### src/shared/tvi_params.svh
// Constants of the teletext inserter: offsets, field positions, timing counts.
// Assumes a 200 MHz hclk and a 10-bit video sample path.
// What this block does
// - Inserted data starts 9.78 us (PAL) or 10.5 us (NTSC) after sync lead.
// - Interpolated teletext bits are added to composite and luma-plus-sync outputs.
// - Input is sampled the programmed delay plus one cycle after each request rise; source meets it.
// - Software sets the delay that absorbs source latency without moving insertion.
// - The request train starts at a software-programmed position after sync.
// - PAL mode window holds 360 bits at 6.9375 Mbit/s.
// - World-standard 525-line mode window holds 296 bits at 5.7272 Mbit/s.
// - NABTS mode window holds 288 bits at 5.7272 Mbit/s.
// - The window stays closed and nothing is inserted while enable is zero.
// - Odd-field lines from programmed first through last line carry teletext.
// - Even-field lines from their own first through last line carry teletext.
// - Teletext pins work only when selected by the control register.
`ifndef TVI_PARAMS_SVH
`define TVI_PARAMS_SVH

`define TVI_CLK_NS         5
`define TVI_CLK_HZ         64'd200000000
`define TVI_T_TTX_PAL_NS   9780
`define TVI_T_TTX_NTSC_NS  10500
`define TVI_TTX_PAL_CYC    12'(`TVI_T_TTX_PAL_NS / `TVI_CLK_NS)
`define TVI_TTX_NTSC_CYC   12'(`TVI_T_TTX_NTSC_NS / `TVI_CLK_NS)
`define TVI_INS_LAT        12'h003
`define TVI_BITS_PAL       9'h168
`define TVI_BITS_WST       9'h128
`define TVI_BITS_NABTS     9'h120
`define TVI_RATE_PAL_BPS   64'd6937500
`define TVI_RATE_NTSC_BPS  64'd5727200
`define TVI_ACC_W          24
`define TVI_ACC_ONE        64'h1000000
`define TVI_INC_PAL        24'((`TVI_RATE_PAL_BPS * `TVI_ACC_ONE) / `TVI_CLK_HZ)
`define TVI_INC_NTSC       24'((`TVI_RATE_NTSC_BPS * `TVI_ACC_ONE) / `TVI_CLK_HZ)
`define TVI_TTX_LEVEL      10'h0F0
`define TVI_FIFO_W         1
`define TVI_FIFO_D         8
`define TVI_CREDIT_FULL    4'h8
`define TVI_REG_CTRL       8'h00
`define TVI_REG_START      8'h04
`define TVI_REG_DELAY      8'h08
`define TVI_REG_ODD        8'h0C
`define TVI_REG_EVEN       8'h10
`define TVI_REG_STATUS     8'h14
`define TVI_CTRL_EN        0
`define TVI_CTRL_PSEL      1
`define TVI_CTRL_MODE      3:2
`define TVI_START_F        11:0
`define TVI_DELAY_F        7:0
`define TVI_FIRST_F        9:0
`define TVI_LAST_F         25:16
`define TVI_RST_START      12'h000
`define TVI_RST_DELAY      8'h00
`define TVI_RST_LINE       10'h000

`endif

### src/shared/tvi_pkg.sv
// Types shared by the teletext inserter modules.
// Assumes nothing of its surroundings.
package tvi_pkg;
   typedef enum logic [1:0] {TVI_PAL, TVI_WST525, TVI_NABTS} tvi_mode_t;
endpackage : tvi_pkg

### src/tvi_fifo.sv
// Small FIFO for sampled teletext bits.
// Assumes one clock; flush empties it in one cycle.
module tvi_fifo #(
   parameter int W = 1,
   parameter int D = 8
) (
   // Clock and reset.
   input  wire logic         clk,
   input  wire logic         rst_n,
   input  wire logic         flush,
   // Filling side.
   input  wire logic         in_valid,
   output logic              in_ready,
   input  wire logic [W-1:0] in_data,
   // Draining side.
   output logic              out_valid,
   input  wire logic         out_ready,
   output logic [W-1:0]      out_data
);
   localparam int AW = $clog2(D);
   logic [W-1:0]  mem_q [D];
   logic [AW-1:0] wp_q;
   logic [AW-1:0] rp_q;
   logic [AW:0]   cnt_q;
   logic          push;
   logic          pop;

   assign in_ready  = cnt_q != (AW+1)'(D);
   assign out_valid = cnt_q != '0;
   assign out_data  = mem_q[rp_q];
   assign push      = in_valid & in_ready;
   assign pop       = out_valid & out_ready;

   always_ff @(posedge clk) begin
      if (push) begin
         mem_q[wp_q] <= in_data;
      end
   end

   always_ff @(posedge clk or negedge rst_n) begin
      if (!rst_n) begin
         wp_q  <= '0;
         rp_q  <= '0;
         cnt_q <= '0;
      end else if (flush) begin
         wp_q  <= '0;
         rp_q  <= '0;
         cnt_q <= '0;
      end else begin
         if (push) begin
            wp_q <= (wp_q == AW'(D-1)) ? '0 : wp_q + 1'b1;
         end
         if (pop) begin
            rp_q <= (rp_q == AW'(D-1)) ? '0 : rp_q + 1'b1;
         end
         cnt_q <= cnt_q + (AW+1)'(push) - (AW+1)'(pop);
      end
   end
endmodule : tvi_fifo

### src/tvi_rate_gen.sv
// Phase accumulator that marks teletext bit slots.
// Assumes inc is steady while run is high.
`include "tvi_params.svh"
module tvi_rate_gen (
   // Clock and reset.
   input  wire logic                  clk,
   input  wire logic                  rst_n,
   // Control.
   input  wire logic                  start,
   input  wire logic                  run,
   input  wire logic [`TVI_ACC_W-1:0] inc,
   // Bit slot pulse.
   output logic                       tick
);
   logic [`TVI_ACC_W-1:0] acc_q;
   logic [`TVI_ACC_W:0]   sum;

   assign sum = {1'b0, acc_q} + {1'b0, inc};

   // Start presets the phase so the first slot follows at once.
   always_ff @(posedge clk or negedge rst_n) begin
      if (!rst_n) begin
         acc_q <= '0;
         tick  <= 1'b0;
      end else if (start) begin
         acc_q <= '1;
         tick  <= 1'b0;
      end else if (run) begin
         acc_q <= sum[`TVI_ACC_W-1:0];
         tick  <= sum[`TVI_ACC_W];
      end else begin
         tick  <= 1'b0;
      end
   end
endmodule : tvi_rate_gen

### src/tvi_top.sv
// Teletext inserter: request train, input sampling, insertion into video.
// Assumes an AHB-Lite master on hclk and a one-cycle sync-lead pulse.
`include "tvi_params.svh"
module tvi_top (
   // AHB-Lite slave.
   input  wire logic        hclk,
   input  wire logic        hresetn,
   input  wire logic        hsel,
   input  wire logic [31:0] haddr,
   input  wire logic [1:0]  htrans,
   input  wire logic        hwrite,
   input  wire logic [2:0]  hsize,
   input  wire logic [31:0] hwdata,
   input  wire logic        hready,
   output logic [31:0]      hrdata,
   output logic             hreadyout,
   output logic             hresp,
   // Video timing.
   input  wire logic        hsync_lead,
   input  wire logic        field_odd,
   input  wire logic [9:0]  line_number,
   // Video path.
   input  wire logic [9:0]  cvbs_in,
   input  wire logic [9:0]  vbs_in,
   output logic [9:0]       cvbs_out,
   output logic [9:0]       vbs_out,
   // Teletext pins.
   input  wire logic        teletext_serial_input,
   output logic             bit_request_output
);
   tvi_pkg::tvi_mode_t    mode_q;
   logic                  insertion_enable_q;
   logic                  pin_sel_q;
   logic [11:0]           request_start_position_q;
   logic [7:0]            request_to_data_delay_q;
   logic [9:0]            odd_field_first_line_q;
   logic [9:0]            odd_field_last_line_q;
   logic [9:0]            even_field_first_line_q;
   logic [9:0]            even_field_last_line_q;
   logic                  bus_acc;
   logic                  wr_pend_q;
   logic [7:0]            wr_addr_q;
   logic [31:0]           rd_d;
   logic [11:0]           h_cnt_q;
   logic                  line_en_q;
   logic [11:0]           ttx_cyc;
   logic [8:0]            nbits;
   logic [`TVI_ACC_W-1:0] inc;
   logic                  req_start;
   logic                  req_active_q;
   logic [8:0]            req_cnt_q;
   logic                  req_tick;
   logic [3:0]            credit_q;
   logic [255:0]          req_sr_q;
   logic                  smp_fire;
   logic                  fifo_in_ready;
   logic                  fifo_out_valid;
   logic                  fifo_out_data;
   logic                  fifo_pop;
   logic                  ins_start;
   logic                  ins_active_q;
   logic [8:0]            ins_cnt_q;
   logic                  ins_tick;
   logic                  cur_lvl_q;
   logic                  prev_lvl_q;
   logic [9:0]            lvl;

   function automatic logic [9:0] sat_add(input logic [9:0] a, input logic [9:0] b);
      logic [10:0] s;
      s = {1'b0, a} + {1'b0, b};
      return s[10] ? 10'h3FF : s[9:0];
   endfunction : sat_add

   // Bus slave: zero wait states, always OKAY.
   assign bus_acc = hsel & htrans[1] & hready;

   always_ff @(posedge hclk or negedge hresetn) begin
      if (!hresetn) begin
         wr_pend_q <= 1'b0;
         wr_addr_q <= 8'h00;
         hrdata    <= 32'h0000_0000;
         hreadyout <= 1'b0;
         hresp     <= 1'b0;
      end else begin
         wr_pend_q <= bus_acc & hwrite;
         wr_addr_q <= haddr[7:0];
         hrdata    <= (bus_acc & ~hwrite) ? rd_d : 32'h0000_0000;
         hreadyout <= 1'b1;
         hresp     <= 1'b0;
      end
   end

   always_comb begin
      rd_d = 32'h0000_0000;
      case (haddr[7:0])
         `TVI_REG_CTRL: begin
            rd_d[`TVI_CTRL_EN]   = insertion_enable_q;
            rd_d[`TVI_CTRL_PSEL] = pin_sel_q;
            rd_d[`TVI_CTRL_MODE] = mode_q;
         end
         `TVI_REG_START: rd_d[`TVI_START_F] = request_start_position_q;
         `TVI_REG_DELAY: rd_d[`TVI_DELAY_F] = request_to_data_delay_q;
         `TVI_REG_ODD: begin
            rd_d[`TVI_FIRST_F] = odd_field_first_line_q;
            rd_d[`TVI_LAST_F]  = odd_field_last_line_q;
         end
         `TVI_REG_EVEN: begin
            rd_d[`TVI_FIRST_F] = even_field_first_line_q;
            rd_d[`TVI_LAST_F]  = even_field_last_line_q;
         end
         `TVI_REG_STATUS: rd_d[4:0] = {fifo_out_valid, ins_active_q, req_active_q,
                                       line_en_q, fifo_in_ready};
         default: rd_d = 32'h0000_0000;
      endcase
   end

   always_ff @(posedge hclk or negedge hresetn) begin
      if (!hresetn) begin
         insertion_enable_q       <= 1'b0;
         pin_sel_q                <= 1'b0;
         mode_q                   <= tvi_pkg::TVI_PAL;
         request_start_position_q <= `TVI_RST_START;
         request_to_data_delay_q  <= `TVI_RST_DELAY;
         odd_field_first_line_q   <= `TVI_RST_LINE;
         odd_field_last_line_q    <= `TVI_RST_LINE;
         even_field_first_line_q  <= `TVI_RST_LINE;
         even_field_last_line_q   <= `TVI_RST_LINE;
      end else if (wr_pend_q) begin
         case (wr_addr_q)
            `TVI_REG_CTRL: begin
               insertion_enable_q <= hwdata[`TVI_CTRL_EN];
               pin_sel_q          <= hwdata[`TVI_CTRL_PSEL];
               mode_q             <= tvi_pkg::tvi_mode_t'(hwdata[`TVI_CTRL_MODE]);
            end
            `TVI_REG_START: request_start_position_q <= hwdata[`TVI_START_F];
            `TVI_REG_DELAY: request_to_data_delay_q <= hwdata[`TVI_DELAY_F];
            `TVI_REG_ODD: begin
               odd_field_first_line_q <= hwdata[`TVI_FIRST_F];
               odd_field_last_line_q  <= hwdata[`TVI_LAST_F];
            end
            `TVI_REG_EVEN: begin
               even_field_first_line_q <= hwdata[`TVI_FIRST_F];
               even_field_last_line_q  <= hwdata[`TVI_LAST_F];
            end
            default: ;
         endcase
      end
   end

   // Standard selection.
   always_comb begin
      case (mode_q)
         tvi_pkg::TVI_WST525: begin
            ttx_cyc = `TVI_TTX_NTSC_CYC;
            nbits   = `TVI_BITS_WST;
            inc     = `TVI_INC_NTSC;
         end
         tvi_pkg::TVI_NABTS: begin
            ttx_cyc = `TVI_TTX_NTSC_CYC;
            nbits   = `TVI_BITS_NABTS;
            inc     = `TVI_INC_NTSC;
         end
         default: begin
            ttx_cyc = `TVI_TTX_PAL_CYC;
            nbits   = `TVI_BITS_PAL;
            inc     = `TVI_INC_PAL;
         end
      endcase
   end

   // Line timing and per-line enable.
   always_ff @(posedge hclk or negedge hresetn) begin
      if (!hresetn) begin
         h_cnt_q <= 12'h000;
      end else if (hsync_lead) begin
         h_cnt_q <= 12'h000;
      end else if (h_cnt_q != 12'hFFF) begin
         h_cnt_q <= h_cnt_q + 12'h001;
      end
   end

   always_ff @(posedge hclk or negedge hresetn) begin
      if (!hresetn) begin
         line_en_q <= 1'b0;
      end else if (!insertion_enable_q || !pin_sel_q) begin
         line_en_q <= 1'b0;
      end else if (hsync_lead) begin
         line_en_q <= field_odd ?
            (line_number >= odd_field_first_line_q &&
             line_number <= odd_field_last_line_q) :
            (line_number >= even_field_first_line_q &&
             line_number <= even_field_last_line_q);
      end
   end

   // Request train.
   assign req_start = line_en_q & ~hsync_lead & (h_cnt_q == request_start_position_q);

   tvi_rate_gen u_req_rate (
      .clk   (hclk),
      .rst_n (hresetn),
      .start (req_start),
      .run   (req_active_q & fifo_in_ready & (credit_q != 4'h0)),
      .inc   (inc),
      .tick  (req_tick)
   );

   always_ff @(posedge hclk or negedge hresetn) begin
      if (!hresetn) begin
         req_active_q       <= 1'b0;
         req_cnt_q          <= 9'h000;
         bit_request_output <= 1'b0;
      end else begin
         bit_request_output <= req_active_q & req_tick & line_en_q;
         if (hsync_lead || !line_en_q) begin
            req_active_q <= 1'b0;
         end else if (req_start) begin
            req_active_q <= 1'b1;
            req_cnt_q    <= 9'h000;
         end else if (req_active_q && req_tick) begin
            req_cnt_q <= req_cnt_q + 9'h001;
            if (req_cnt_q + 9'h001 == nbits) begin
               req_active_q <= 1'b0;
            end
         end
      end
   end

   // Free FIFO slots minus requests in flight keep the FIFO from overflowing.
   always_ff @(posedge hclk or negedge hresetn) begin
      if (!hresetn) begin
         credit_q <= `TVI_CREDIT_FULL;
      end else if (hsync_lead) begin
         credit_q <= `TVI_CREDIT_FULL;
      end else begin
         credit_q <= credit_q - 4'(bit_request_output) + 4'(fifo_pop);
      end
   end

   // Input sampling after the programmed delay.
   always_ff @(posedge hclk or negedge hresetn) begin
      if (!hresetn) begin
         req_sr_q <= '0;
      end else if (hsync_lead) begin
         req_sr_q <= '0;
      end else begin
         req_sr_q <= {req_sr_q[254:0], bit_request_output};
      end
   end

   assign smp_fire = req_sr_q[request_to_data_delay_q];

   assign fifo_pop = ins_active_q & ins_tick;

   tvi_fifo #(
      .W (`TVI_FIFO_W),
      .D (`TVI_FIFO_D)
   ) u_fifo (
      .clk       (hclk),
      .rst_n     (hresetn),
      .flush     (hsync_lead),
      .in_valid  (smp_fire),
      .in_ready  (fifo_in_ready),
      .in_data   (teletext_serial_input),
      .out_valid (fifo_out_valid),
      .out_ready (fifo_pop),
      .out_data  (fifo_out_data)
   );

   // Insertion window.
   assign ins_start = line_en_q & ~hsync_lead & (h_cnt_q == ttx_cyc - `TVI_INS_LAT);

   tvi_rate_gen u_ins_rate (
      .clk   (hclk),
      .rst_n (hresetn),
      .start (ins_start),
      .run   (ins_active_q),
      .inc   (inc),
      .tick  (ins_tick)
   );

   always_ff @(posedge hclk or negedge hresetn) begin
      if (!hresetn) begin
         ins_active_q <= 1'b0;
         ins_cnt_q    <= 9'h000;
         cur_lvl_q    <= 1'b0;
         prev_lvl_q   <= 1'b0;
      end else if (hsync_lead || !line_en_q || (fifo_pop && ins_cnt_q == nbits)) begin
         ins_active_q <= 1'b0;
         cur_lvl_q    <= 1'b0;
         prev_lvl_q   <= 1'b0;
      end else begin
         prev_lvl_q <= cur_lvl_q;
         if (ins_start) begin
            ins_active_q <= 1'b1;
            ins_cnt_q    <= 9'h000;
         end else if (fifo_pop) begin
            cur_lvl_q <= fifo_out_valid & fifo_out_data;
            ins_cnt_q <= ins_cnt_q + 9'h001;
         end
      end
   end

   // Two-tap interpolation softens each bit edge.
   assign lvl = (cur_lvl_q ? (`TVI_TTX_LEVEL >> 1) : 10'h000) +
                (prev_lvl_q ? (`TVI_TTX_LEVEL >> 1) : 10'h000);

   always_ff @(posedge hclk or negedge hresetn) begin
      if (!hresetn) begin
         cvbs_out <= 10'h000;
         vbs_out  <= 10'h000;
      end else begin
         cvbs_out <= sat_add(cvbs_in, lvl);
         vbs_out  <= sat_add(vbs_in, lvl);
      end
   end
endmodule : tvi_top
### config.mk
export PLATFORM = sky130hd
export DESIGN_NAME = tvi_top
export DESIGN_NICKNAME = d
export VERILOG_FILES = /design/src/shared/tvi_pkg.sv /design/src/tvi_fifo.sv /design/src/tvi_rate_gen.sv /design/src/tvi_top.sv
export VERILOG_INCLUDE_DIRS = /design/src /design/src/shared
export SDC_FILE = /design/constraint.sdc
export NUM_CORES = 1
export LEC_CHECK = 0
export ABC_CLOCK_PERIOD_IN_PS = 4400
export BUFFER_PORTS_ARGS = -buffer_cell sky130_fd_sc_hd__buf_2
export CORE_UTILIZATION = 55
export CTS_CLUSTER_DIAMETER = 200
export CTS_CLUSTER_SIZE = 8
export DETAILED_ROUTE_END_ITERATION = 16
export PLACE_DENSITY = 0.84
export RECOVER_POWER = 100
export SLEW_MARGIN = 20
export SYNTH_ARGS = -nofsm -noshare
export SYNTH_HDL_FRONTEND = slang
export SYNTH_SLANG_ARGS = --single-unit
### constraint.sdc
create_clock -name hclk -period 4.4 [get_ports hclk]
set_input_delay 0.22 -clock hclk [delete_from_list [all_inputs] [get_ports hclk]]
set_output_delay 0.22 -clock hclk [all_outputs]
set_load 0.005 [all_outputs]
==> impl_metrics.env <==
export IMPL_status="finished, violations left"
export IMPL_failed_checks="max-capacitance violations, max-slew violations"
export IMPL_area_sequential_um2=12100
export IMPL_p_sw_share_pct=25.2
export IMPL_worstSetupStartpointType="register"
export IMPL_clk_latency_ns=0.59
export IMPL_die_w_um=208
export IMPL_grt_pass1_wl_mm=88.7
export IMPL_period_share_pct=92.5
export IMPL_cts_max_level=3
export IMPL_clockBufferDepth=3
export IMPL_antenna_found_initial=0
export IMPL_maxCapViolations=4
export IMPL_die_area_um2=43200
export IMPL_n_fill_cell=2951
export IMPL_pwr_share_clk_pct=44.3
export IMPL_grt_max_degree=123
export IMPL_clockRootBuffer="clkbuf_16"
export IMPL_cts_sinks=480
export IMPL_placed_area_um2=24300
export IMPL_setup_viol=0
export IMPL_netlist_instances=2059
export IMPL_dr_pass1_iters=6
export IMPL_syn_area_per_cell_um2=11.3
export IMPL_diodes=0
export IMPL_core_area_um2=41900
export IMPL_power_leakage_nw=12.0
export IMPL_wl_per_cell_um=19.5
export IMPL_finalInstanceArea_um2=26500
export IMPL_drive_gt1_share_pct=14.3
export IMPL_p_sw_mw=2.63
export IMPL_worst_path_max_delay_cell="dfrtp_4"
export IMPL_gp_congestion=0.844
export IMPL_cp_max_fo=26
export IMPL_cpPeakStageDelay_ns=0.71
export IMPL_routed_wl_mm=53.8
export IMPL_seqPwrFrac_pct=45.5
export IMPL_overflow=0
export IMPL_path_class="register to register"
export IMPL_rsz0062_at_grt="false"
export IMPL_async_flop_share_pct=98.3
export IMPL_maxSlewHeadroom_pct=-106
export IMPL_cts_buffers=69
export IMPL_synth_warnings=0
export IMPL_initialDrtViolationCount=1427
export IMPL_holdBufCountCts=48
export IMPL_max_freq_mhz=246
export IMPL_setup_worst_path_end_class="register"
export IMPL_required_ns=4.80
export IMPL_ir_drop_uv=319
export IMPL_start_util_pct=55.7
export IMPL_grt_pass1_vias=17000
export IMPL_path_cells="clkbuf_2 -> mux4_2 -> o21ai_0 -> a31oi_1 -> a21oi_1 -> o311a_1 -> nor3_4 -> ha_1 -> fa_1 -> nor2b_1"
export IMPL_max_slew_worst_pin_slew_ns=3.08
export IMPL_grt_usage_pct=25.5
export IMPL_cts_tree="done"
export IMPL_hold_path_class="input port to register"
export IMPL_multi_input_area_um2=10400
export IMPL_synthTopCellsByArea="dfrtp_1 51%, nor2b_1 7.4%, mux4_2 5.5%"
export IMPL_netlist_area_um2=23300
export IMPL_place_detailed_hpwl_mm=33.6
export IMPL_synth_edf_count=8
export IMPL_fin_crit_ns=4.07
export IMPL_nets=2401
export IMPL_ys_ff_latch=480
export IMPL_clock_skew_ns=0.0312
export IMPL_netlist_area_leader_share_pct=50.6
export IMPL_area_delta_synth_final_pct=13.7
export IMPL_powerDensity_nw_per_um2=393
export IMPL_routed_via_count=16500
export IMPL_viasPerCell=5.99
export IMPL_synthFlopType="dfrtp_1"
export IMPL_drtAntennaViolNets=0
export IMPL_synth_cell_type_count=87
export IMPL_finalPower_mw=10.4
export IMPL_cp_arrival_ns=4.47
export IMPL_p_int_mw=7.80
export IMPL_maxSlewViolCount=301
export IMPL_path_buf_inv=1
export IMPL_synth_commonest_cells="471 x dfrtp_1, 275 x nor2b_1, 136 x nand2_1"
export IMPL_rows=75
export IMPL_cts_setup_buffers=0
export IMPL_synth_top_cell_by_area="dfrtp_1"
export IMPL_port_buffers=112
export IMPL_fin_tns_setup_ns=0
export IMPL_route_detailed_drc=0
export IMPL_cts_clk_slew_worst_paths_ns=0.05
export IMPL_die_y_um=208
export IMPL_cts_resized=0
export IMPL_synth_most_common_cell="dfrtp_1"
export IMPL_io_pins=162
export IMPL_yosysSeqAreaShare_pct=51.7
export IMPL_hold_violations=0
export IMPL_critPathTopFamily="compound AO/OA/AOI/OAI gates"
export IMPL_power_frac_comb_pct=10.2
state kept, by name, summed over array words and instances, names as in the netlist, 12 cells and up:
signal	flops
req_sr_q	256
u_ins_rate.acc_q	24
u_req_rate.acc_q	24
hrdata	22
h_cnt_q	12
request_start_position_q	12
per-stage QoR:
step	hold WS (ns)	util [%]	std cells	setup slack [ns]
floorplan	-0.0756	-	2069	0.127
global placement	0.344	58.1	2625	0.632
detailed placement	0.347	58.1	2625	0.515
CTS	0.0359	63.6	2754	0.529
global route	0.0714	63.3	2755	0.0919
finish	0.0337	63.3	2755	0.331
layout by cell type, fill, tap and decap left out, types with 17 or more instances in the layout:
master	n
mux4_2	57
nor2b_1	275
buf_4	18
o21ai_0	80
nand4_1	17
nor3_1	21
mux2_2	68
o211ai_1	19
dlygate4sd3_1	48
xnor2_1	38
dfrtp_1	469
mux2i_1	39
xor2_1	40
buf_2	72
a22oi_1	29
a31oi_1	19
clkbuf_1	52
nand2b_1	26
inv_1	76
clkbuf_16	69
nand2_1	137
a21o_1	19
ha_1	83
and3_1	21
nand3_1	38
nor2_1	109
a21oi_1	71
layer usage:
| metal | global-route usage, % | vias up | wire [um] |
|---|---|---|---|
| met5 | 0 | - | 0 |
| met3 | 4.66 | 121 | 3110 |
| met1 | 33.5 | 8388 | 22400 |
| met2 | 43.0 | 581 | 27000 |
| met4 | 7.99 | 0 | 1250 |
| li1 | - | 7426 | - |
power groups by stage:
stage / registers [mW] / clock network [mW] / logic (mW)
after CTS: 4.73 / 4.69 / 1.07
after global placement: 4.79 / 0 / 0.976
after detailed placement: 4.80 / 0 / 1.02
final: 4.74 / 4.62 / 1.07
after floorplan: 4.71 / 0 / 0.792
after global routing: 4.76 / 4.88 / 1.20
path summary, 6_finish.rpt:
path | slack [ns] | endpoint | cells after the start | startpoint
max | 0.33 | u_fifo.cnt_q[1]$_DFF_PN0_ | 10 | request_to_data_delay_q[2]$_DFFE_PN0P_
min in group asynchronous | 1.17 | hrdata[18]$_DFF_PN0_ | 2 | hresetn
max in group asynchronous | 0.91 | u_req_rate.acc_q[8]$_DFFE_PN0P_ | 3 | hresetn
max reg2reg | 0.33 | u_fifo.cnt_q[1]$_DFF_PN0_ | 10 | request_to_data_delay_q[2]$_DFFE_PN0P_
min reg2reg | 0.48 | req_sr_q[157]$_DFF_PN0_ | 1 | req_sr_q[156]$_DFF_PN0_
min | 0.03 | cvbs_out[4]$_DFF_PN0_ | 3 | cvbs_in[4]
worst register-to-register path, stage by stage, from the launching register on:
cell,delay [ns]
dfrtp_4,0.71
clkbuf_2,0.69
mux4_2,0.39
o21ai_0,0.09
a31oi_1,0.25
a21oi_1,0.10
o311a_1,0.39
nor3_4,0.41
ha_1,0.30
fa_1,0.42
nor2b_1,0.14
cell families after synthesis:
| family | count (synthesis) | share of synthesized area (%) |
|---|---|---|
| and+or+nand+nor | 712 | 16.6 |
| buffers and inverters | 203 | 3.79 |
| muxes | 169 | 10.8 |
| adders and majority gates | 92 | 5.02 |
| other | 2 | 0.0322 |
| xor gates and xnor gates | 78 | 2.93 |
| DFF | 480 | 51.7 |
| AOI/OAI and AO/OA | 323 | 9.13 |
final cells by class:
cell class                      count  share of cell area (%)
Clock buffer                       77                    6.63
Clock inverter                      4                   0.217
Inverter                           77                    1.09
Multi-Input combinational cell   1386                    39.3
Sequential cell                   480                    45.5
Tap cell                          539                    2.54
Timing Repair Buffer              192                    4.75
No activity file was read; power rests on OpenSTA's default activity.
